File: config.mk
export PLATFORM = sky130hd
export DESIGN_NAME = gpio_fsel_top
export DESIGN_NICKNAME = d
export VERILOG_FILES = /design/src/design/gpio_fsel_pkg.sv /design/src/design/pin_func_mux.sv /design/src/design/gpio_fsel_top.sv
export SDC_FILE = /design/constraint.sdc
export NUM_CORES = 1
export LEC_CHECK = 0
export ABC_CLOCK_PERIOD_IN_PS = 10400
export BUFFER_PORTS_ARGS = -buffer_cell sky130_fd_sc_hd__buf_4
export CORE_AREA = 5 5 411 413
export DETAILED_ROUTE_END_ITERATION = 7
export DIE_AREA = 0 0 416 418
export PLACE_DENSITY = 0.3
export SYNTH_ARGS = -nofsm -noshare
export SYNTH_HDL_FRONTEND = slang
export SYNTH_SLANG_ARGS = --single-unit
File: constraint.sdc
create_clock -name mclk -period 10.4 [get_ports mclk]
set_clock_uncertainty 0.05 [all_clocks]
set_input_delay 1.04 -clock mclk [delete_from_list [all_inputs] [get_ports mclk]]
set_output_delay 1.04 -clock mclk [all_outputs]
set_load 0.03 [all_outputs]
File: src/design/gpio_fsel_pkg.sv
// Constants, register map and carrier types for the pin function and output block
package gpio_fsel_pkg;

	// Pin population and field geometry
	localparam int NUM_PINS  = 58;          // Pins 0 to 57
	localparam int NUM_ALT   = 6;           // Alternate functions 0 to 5
	localparam int FSEL_W    = 3;           // Bits per function field
	localparam int LOW_PINS  = 40;          // Pins whose fields live in other banks
	localparam int SEL4_PINS = 10;          // Pins 40 to 49
	localparam int SEL5_PINS = 8;           // Pins 50 to 57
	localparam int SEL4_W    = SEL4_PINS * FSEL_W;  // Bits 29:0
	localparam int SEL5_W    = SEL5_PINS * FSEL_W;  // Bits 23:0
	localparam int LOW_BANK  = 32;          // Pins 0 to 31
	localparam int HIGH_BANK = 26;          // Pins 32 to 57, bits 25:0
	localparam int DATA_W    = 32;

	// Function codes
	localparam logic [2:0] FUNC_INPUT  = 3'h0;
	localparam logic [2:0] FUNC_OUTPUT = 3'h1;
	localparam logic [2:0] FUNC_ALT0   = 3'h4;
	localparam logic [2:0] FUNC_ALT1   = 3'h5;
	localparam logic [2:0] FUNC_ALT2   = 3'h6;
	localparam logic [2:0] FUNC_ALT3   = 3'h7;
	localparam logic [2:0] FUNC_ALT4   = 3'h3;
	localparam logic [2:0] FUNC_ALT5   = 3'h2;

	// Register byte offsets
	localparam logic [7:0] OFS_FSEL_40_49 = 8'h10;
	localparam logic [7:0] OFS_FSEL_50_57 = 8'h14;
	localparam logic [7:0] OFS_SET_LOW    = 8'h1c;
	localparam logic [7:0] OFS_SET_HIGH   = 8'h20;
	localparam logic [7:0] OFS_CLR_LOW    = 8'h28;
	localparam logic [7:0] OFS_CLR_HIGH   = 8'h2c;
	localparam logic [7:0] OFS_LEVEL_LOW  = 8'h34;
	localparam logic [7:0] OFS_LEVEL_HIGH = 8'h38;

	// Reset values
	localparam logic [SEL4_W-1:0]   RST_CODES_40_49 = 30'h0;
	localparam logic [SEL5_W-1:0]   RST_CODES_50_57 = 24'h0;
	localparam logic [NUM_PINS-1:0] RST_LATCH = 58'h0;

	// Register port request
	typedef struct packed {
		logic [7:0]        addr;   // Byte address
		logic [DATA_W-1:0] wdata;  // Write data
		logic              wr;     // Write strobe
		logic              rd;     // Read strobe
	} reg_req_t;

	// Whole state of the top block
	typedef struct packed {
		logic [SEL4_W-1:0]   codes_40_49;  // Fields of pins 40 to 49
		logic [SEL5_W-1:0]   codes_50_57;  // Fields of pins 50 to 57
		logic [NUM_PINS-1:0] latch;    // Output latches
		logic [NUM_PINS-1:0] pad_out;  // Registered pad level
		logic [NUM_PINS-1:0] pad_oe;   // Registered pad enable
		logic [DATA_W-1:0]   rdata;    // Read data
	} gpio_state_t;

	// True when a code hands the pin to a peripheral
	function automatic logic is_alt(input logic [2:0] code);
		return code[2] | code[1];
	endfunction

	// Peripheral index for an alternate code
	function automatic logic [2:0] alt_index(input logic [2:0] code);
		logic [2:0] idx;
		unique case (code)
			FUNC_ALT0: idx = 3'h0;
			FUNC_ALT1: idx = 3'h1;
			FUNC_ALT2: idx = 3'h2;
			FUNC_ALT3: idx = 3'h3;
			FUNC_ALT4: idx = 3'h4;
			FUNC_ALT5: idx = 3'h5;
			default:   idx = 3'h0;
		endcase
		return idx;
	endfunction

endpackage

File: src/design/pin_func_mux.sv
// Per-pin driver selection from a function code
`timescale 1ns/100ps

module pin_func_mux
	import gpio_fsel_pkg::*;
(
	// Function code of this pin
	input  wire logic [2:0]         code,
	// Output latch of this pin
	input  wire logic               latch,
	// Peripheral drive for this pin
	input  wire logic [NUM_ALT-1:0] alt_out,
	input  wire logic [NUM_ALT-1:0] alt_oe,
	// Resulting pad drive
	output logic                    drive,
	output logic                    drive_en
);

	// Pick the owner of the pad
	always_comb begin
		drive    = 1'b0;
		drive_en = 1'b0;
		if (code == FUNC_OUTPUT) begin
			// Latch drives the pad
			drive    = latch;
			drive_en = 1'b1;
		end else if (is_alt(code)) begin
			// Peripheral owns level and direction
			drive    = alt_out[alt_index(code)];
			drive_en = alt_oe[alt_index(code)];
		end
	end

endmodule

File: src/design/gpio_fsel_top.sv
// Function select, output set and clear, and pad drive for a bank of pins
`timescale 1ns/100ps

// Notes on behaviour
// 000 input undriven, 001 output from latch
// Other codes route one of six peripherals
// Pins 40-49 packed low first, 31:30 reserved
// Pins 50-57 packed low first, 31:24 reserved
// All function fields reset to input
// Set writes raise latches where ones written
// Clear writes lower latches where ones written
// Input pins keep latch; output shows last value
// Only bits written as one change
// Low set/clear bit n acts on pin n
// High set bits 25:0 act on pins 32-57
// High clear bits 25:0 act on pins 32-57
// Level registers read actual pad levels
// Alternate function drives pad, latch kept
// Clear wins over simultaneous set
module gpio_fsel_top
	import gpio_fsel_pkg::*;
(
	// Clock and reset
	input  wire logic                           mclk,
	input  wire logic                           sys_rst,
	// Register port
	input  wire reg_req_t                       bus_req,
	output logic [DATA_W-1:0]                   rd_data,
	// Function fields of pins 0 to 39 from the other banks
	input  wire logic [LOW_PINS*FSEL_W-1:0]     low_codes,
	// Peripheral drive, one row per alternate function
	input  wire logic [NUM_ALT-1:0][NUM_PINS-1:0] alt_out,
	input  wire logic [NUM_ALT-1:0][NUM_PINS-1:0] alt_oe,
	// Pads
	input  wire logic [NUM_PINS-1:0]            pad_in,
	output logic [NUM_PINS-1:0]                 pad_out,
	output logic [NUM_PINS-1:0]                 pad_oe
);

	// Registered state and its next value
	gpio_state_t                 s_q;
	gpio_state_t                 s_d;

	// One-cycle masks from set and clear writes
	logic [NUM_PINS-1:0]         set_mask;
	logic [NUM_PINS-1:0]         clr_mask;

	// Codes of every pin, pin n at bits 3n+2:3n
	logic [NUM_PINS*FSEL_W-1:0]  all_codes;

	// Pad drive chosen per pin before registering
	logic [NUM_PINS-1:0]         mux_out;
	logic [NUM_PINS-1:0]         mux_oe;

	// Peripheral rows regrouped per pin
	logic [NUM_PINS-1:0][NUM_ALT-1:0] alt_out_pin;
	logic [NUM_PINS-1:0][NUM_ALT-1:0] alt_oe_pin;

	// Address match, used by both write and read decode
	function automatic logic hit(input logic [7:0] addr, input logic [7:0] ofs);
		return addr == ofs;
	endfunction

	// Field concatenation, pins 40 up sit above the other banks
	// Pins 0 to 39 arrive already chosen by the banks that own them
	assign all_codes = {s_q.codes_50_57, s_q.codes_40_49, low_codes};

	// Outputs straight from flip-flops
	assign rd_data = s_q.rdata;
	assign pad_out = s_q.pad_out;
	assign pad_oe  = s_q.pad_oe;

	// One selector per pin
	genvar p;
	genvar a;
	generate
		for (p = 0; p < NUM_PINS; p++) begin : g_pin
			// Transpose the peripheral rows for this pin
			for (a = 0; a < NUM_ALT; a++) begin : g_alt
				assign alt_out_pin[p][a] = alt_out[a][p];
				assign alt_oe_pin[p][a]  = alt_oe[a][p];
			end
			// Latch or peripheral onto the pad
			pin_func_mux u_mux (
				.code     (all_codes[p*FSEL_W +: FSEL_W]),
				.latch    (s_q.latch[p]),
				.alt_out  (alt_out_pin[p]),
				.alt_oe   (alt_oe_pin[p]),
				.drive    (mux_out[p]),
				.drive_en (mux_oe[p])
			);
		end
	endgenerate

	// Write masks; only one write per cycle, so masks come from one register
	always_comb begin
		set_mask = '0;
		clr_mask = '0;
		if (bus_req.wr) begin
			if (hit(bus_req.addr, OFS_SET_LOW)) begin
				set_mask[LOW_BANK-1:0] = bus_req.wdata;
			end
			if (hit(bus_req.addr, OFS_SET_HIGH)) begin
				// Bits 31:26 dropped, they reach no pin
				set_mask[NUM_PINS-1:LOW_BANK] = bus_req.wdata[HIGH_BANK-1:0];
			end
			if (hit(bus_req.addr, OFS_CLR_LOW)) begin
				clr_mask[LOW_BANK-1:0] = bus_req.wdata;
			end
			if (hit(bus_req.addr, OFS_CLR_HIGH)) begin
				clr_mask[NUM_PINS-1:LOW_BANK] = bus_req.wdata[HIGH_BANK-1:0];
			end
		end
	end

	// Next state
	always_comb begin
		s_d = s_q;
		// Read data stand only in the cycle after the strobe
		s_d.rdata = '0;
		// Function field writes, reserved bits discarded
		if (bus_req.wr && hit(bus_req.addr, OFS_FSEL_40_49)) begin
			s_d.codes_40_49 = bus_req.wdata[SEL4_W-1:0];
		end
		if (bus_req.wr && hit(bus_req.addr, OFS_FSEL_50_57)) begin
			s_d.codes_50_57 = bus_req.wdata[SEL5_W-1:0];
		end
		// Latches update whatever the function; clear applied last wins
		s_d.latch = (s_q.latch | set_mask) & ~clr_mask;
		// Pad drive registered so the pads never see decode glitches
		s_d.pad_out = mux_out;
		s_d.pad_oe  = mux_oe;
		// Read decode; write-only and unmapped words read zero
		if (bus_req.rd) begin
			if (hit(bus_req.addr, OFS_FSEL_40_49)) begin
				s_d.rdata = {2'h0, s_q.codes_40_49};
			end else if (hit(bus_req.addr, OFS_FSEL_50_57)) begin
				s_d.rdata = {8'h00, s_q.codes_50_57};
			end else if (hit(bus_req.addr, OFS_LEVEL_LOW)) begin
				s_d.rdata = pad_in[LOW_BANK-1:0];
			end else if (hit(bus_req.addr, OFS_LEVEL_HIGH)) begin
				s_d.rdata = {6'h00, pad_in[NUM_PINS-1:LOW_BANK]};
			end
		end
	end

	// State register
	always_ff @(posedge mclk or posedge sys_rst) begin
		if (sys_rst) begin
			// Pins 40 to 57 start as inputs, and every pad starts undriven
			// Constants only, so a release never loads a half-settled value
			s_q.codes_40_49 <= RST_CODES_40_49;
			s_q.codes_50_57 <= RST_CODES_50_57;
			s_q.latch       <= RST_LATCH;
			s_q.pad_out <= '0;
			s_q.pad_oe  <= '0;
			s_q.rdata   <= '0;
		end else begin
			s_q <= s_d;
		end
	end

	// Checks on every pin of the bank
	// They look at the code the selector sees, not at the field register,
	// so pins 0 to 39 with codes from the other banks are covered too
	generate
		for (p = 0; p < NUM_PINS; p++) begin : g_chk

		end
	endgenerate
endmodule

**After elaboration in Yosys (flattened, before gate mapping)**

Index checks and enable logic that the tools add are counted.

- Bits in registers: 260
- Output and inout bits: 148
- Input bits: 918
- Logic and storage cells: 1,132

- Bitwise gates (word level): 61
- Order comparisons: 58
- Reduce and logical (&&, ||, !) cells: 2
- Eq/ne operators: 356
- Multiplexer cells: 649

Operator list:

| operator | number |
|---|---|
| $pmux 3 s5 | 58 |
| $eq 3x3->1 const B | 174 |
| $bmux 1 s3 | 116 |
| $eq 3x2->1 const B | 116 |
| $mux 1 | 348 |
| $mux 3 | 116 |
| $lt 3x4->1 const B | 58 |
| $mux 32 | 6 |
| $eq 3x1->1 const B | 58 |
| $mux 58 | 2 |
| $mux 26 | 3 |
| $and 58x58->58 | 1 |
| $not 58->58 | 1 |
| $or 1x1->1 | 58 |
| $or 58x58->58 | 1 |
| $eq 8x6->1 const B | 5 |
| $eq 8x5->1 const B | 3 |
| $logic_and 1x1->1 | 2 |

**Longest topological paths before layout**

- Word-level depth: 8
- Depth in mapped cells: 6
- Gate-level depth less buffers: 4

**Hierarchy**

From an unflattened synthesis, not the netlist that was laid out.

- Cells, all modules: 1,756
- Area, all modules: 18,176.2 um^2

By module, submodules not included:

| module | times used | area an instance (um^2) | seq. area each (um^2) | cells each |
|---|---|---|---|---|
| gpio_fsel_top | 1 | 10,846.7 | 6,506.2 | 828 |
| pin_func_mux | 58 | 126.4 | 0.0 | 16 |

**Least setup slack after synthesis**

OpenSTA, ideal clock, no wires.

- Path kind: input port to flip-flop
- From: input port bus_req[36] (netlist name)
- To: register s_q (netlist bit rd_data[0])
- Path slack: 7.999 ns
- Stages on the path: 6
- Buffers on the path: 3
- Required time: 10.224 ns
- Arrival: 2.225 ns
- Library setup time: 0.126 ns
- Path through: clkbuf_1 > buf_4 > buf_2 > mux2i_1 > nor2_1 > a221o_1

RTL lines:

| what | RTL line | source |
|---|---|---|
| from (decl) | gpio_fsel_top.sv:27 | `input wire reg_req_t bus_req,` |
| to (decl) | gpio_fsel_top.sv:41 | `gpio_state_t s_q;` |

==> summary.txt <==
Cells and area
  • Post-route cell area: 27800 µm²
  • Commonest non-fill, non-tap cells in the layout: buf_4, dfrtp_1, a31oi_1, mux2i_1, a21oi_1
  • Share of layout cells above drive strength 1: 0.518
  • Most common cell after layout, fill and taps aside: buf_4
  • Nets: 3437
  • Fillers: 18596
  • Area growth, synth to finish: 73.1%

Floorplanning
  • Die area: 174000 µm²
  • Die Y: 418 µm
  • Die width: 416 µm
  • Core Box Area: 164000 µm²
  • Initial core utilization: 0.0976
  • IO Pins: 1066
  • Cell Rows: 149

Routing
  • Vias/cell: 3.65
  • Routed len/inst: 26.5 µm
  • DRC viols: 0
  • DR iter-0 viols: 983
  • Detail Route Antenna Nets: 0
  • Aggregate routed wire length: 126 mm
  • TritonRoute pass-1 iters: 6
  • Detailed-route via count: 17325

Power
  • Power Density: 129 nW/µm²
  • Clk pwr share: 0.446
  • Reg power frac: 0.321
  • Psw: 1.07 mW
  • Sw Ratio: 0.300
  • P_leak: 12.7 nW
  • Maximum VDD drop: 91.9 µV
  • Comb power frac: 0.233
  • Cell internal pwr: 2.50 mW

STA
  • Slew Viols, Final: 0
  • Min cycle time layout: 2800 ps
  • Final setup fails: 0
  • Fin crit share: 0.270
  • Hold Fails Final Rpt: 0
  • Fmax: 357 MHz
  • RSZ-0062 raised after global routing: false
  • Hold_ws: 461 ps
  • Setup TNS: 0 ps
  • Slew margin rel.: 0.208
  • Worst-margin pin slew: 1190 ps

Yosys
  • Number of library cell types mapped by synthesis: 47
  • Mapped Cells: 1547
  • Mapped Nets: 2465
  • Yosys warnings: 0
  • Synthesized area: 16100 µm²
  • Post-synthesis sequential area ratio: 0.405
  • Top FF cell, synth: dfrtp_1
  • Number of enable flip-flop cells after synthesis: 0
  • Post-Syn Area per Cell: 10.4 µm²
  • Synth Register Bits: 260
  • Async SR Flop Fraction: 1.00

Worst setup path
  • Crit path max fanout: 32
  • Reg2Reg Depth: 4
  • Critical path type: in -> reg
  • Setup crit start kind: input pin
  • Reg2reg end: pad_oe[49]$_DFF_PP0_
  • CP required: 10770 ps
  • Crit. End Element: flop
  • CP Launch Point: bus_req[37]
  • Worst EP arrival: 3170 ps
  • Reg-to-reg setup timing slack: 8470 ps
  • Reg2reg start: all_codes[147]$_DFFE_PP0P_

Clock network
  • Clock latency on the worst-skew pair: 600 ps
  • H-Tree Depth: 2
  • Post-CTS Resized: 0
  • Setup bufs post-CTS: 0
  • CTS tree: done
  • CTS root buf: clkbuf_16
  • Clock buffer count from CTS: 43
  • Clk slew on worst S/H paths: 50 ps
  • CTS Sinks: 260
  • Deepest clock path buffer count: 3
  • Hold-fix buffers at CTS: 0

Global route
  • GRT Total Usage: 0.137
  • Grt ovf: 0
  • Initial antenna violation count: 30
  • Largest net degree at the start of global routing: 119
  • First-pass GRT wire length: 164 mm
  • Vias in the first global route: 18035

Placed design
  • IO buf count: 1065
  • GPL Wtd Cong: 0.892
  • HPWL Detailed: 107 mm
  • Placed cell area: 26200 µm²

Min path
  • Hold/Removal Path Class: in -> async

Job
  • # Max-Cap Violations: 0

Run status
  • Status: finished, final reports clean
-- sequential cells by signal, summed over array words and instances (netlist names) --
| signal | flops |
|---|---|
| all_codes | 54 |
| pad_out | 58 |
| pad_oe | 58 |
| rd_data | 32 |
| s_q | 58 |
-- per-layer routing --
metal | GRT usage | part of all wire | vias up
met4 | 0.0212 | 0.012 | 0
li1 | - | - | 8029
met1 | 0.161 | 0.40 | 8598
met5 | 0 | 0 | -
met2 | 0.254 | 0.53 | 609
met3 | 0.0333 | 0.057 | 89
-- kinds of logic after synthesis --
family                 Yosys count  share of synthesized area
AO/OA/AOI/OAI                  578                      0.248
buffers and inverters          203                     0.0548
flip-flops                     260                      0.405
multiplexers                   262                      0.210
AND/OR/NAND/NOR                244                     0.0813
-- power by group through the flow --
stage | clock network [mW] | registers (mW) | logic, mW
floorplan | 0 | 1.21 | 0.272
global placement | 0 | 1.17 | 0.850
detailed placement | 0 | 1.17 | 0.847
CTS | 1.69 | 1.15 | 0.849
global route | 1.71 | 1.16 | 0.894
finish | 1.59 | 1.15 | 0.834
-- area by class of cell --
cell class	count	area (µm²)	area share
antenna	11	27.5	0.000991
clock buffer	61	1290	0.0463
clock inverter	16	233	0.00837
inverter	55	214	0.00770
multi-input combinational	1084	8710	0.313
sequential	260	6510	0.234
tap	2189	2740	0.0986
timing repair buffer	1075	8070	0.291
-- critical path, stage by stage --
cell,delay [ps]
buf_4,130
nor3b_1,540
nand2_1,270
nor2_4,930
a31oi_1,190
-- Yosys cell counts, drive strengths merged (2+ instances only) --
master	instances	area share
dfrtp	260	0.41
a31oi	163	0.064
mux2i	128	0.080
a21oi	94	0.029
clkbuf	87	0.020
a211oi	86	0.040
mux2	82	0.058
nand2	82	0.019
buf	61	0.022
nor2	61	0.015
inv	55	0.013
mux4	52	0.073
a21o	42	0.020
o21ai	30	0.0094
o31ai	30	0.014
a31o	27	0.015
a211o	26	0.014
nor4b	26	0.015
a221o	24	0.015
nor3	15	0.0057
nor3b	14	0.0065
a221oi	13	0.0071
o22ai	13	0.0051
a22o	11	0.0060
nand3	11	0.0034
nor2b	10	0.0039
nand2b	9	0.0035
or4b	8	0.0050
a311oi	7	0.0038
o32ai	4	0.0022
a22oi	3	0.0014
and2	3	0.0012
o2bb2ai	3	0.0016
and3	2	0.00078
-- how the worst max path moves through the flow --
stage / slack (ps) / endpoint
2_1_floorplan: 2150 / all_codes[120]$_DFFE_PP0P_
3_3_place_gp: 6960 / s_q[179]$_DFF_PP0_
3_5_place_dp: 6980 / s_q[164]$_DFF_PP0_
4_1_cts: 7640 / s_q[159]$_DFF_PP0_
5_1_grt: 7470 / pad_oe[20]$_DFF_PP0_
6_report: 7600 / s_q[178]$_DFF_PP0_
-- stage by stage --
step | cells | setup slack [ps] | util | power (mW)
after global placement | 4663 | 6960 | 0.160 | 2.02
after floorplan | 1547 | 2150 | - | 1.48
after CTS | 4740 | 7640 | 0.169 | 3.69
after global routing | 4746 | 7470 | 0.169 | 3.77
final | 4751 | 7600 | 0.169 | 3.58
after detailed placement | 4663 | 6980 | 0.160 | 2.02
Power figures use the tool's default switching activity.
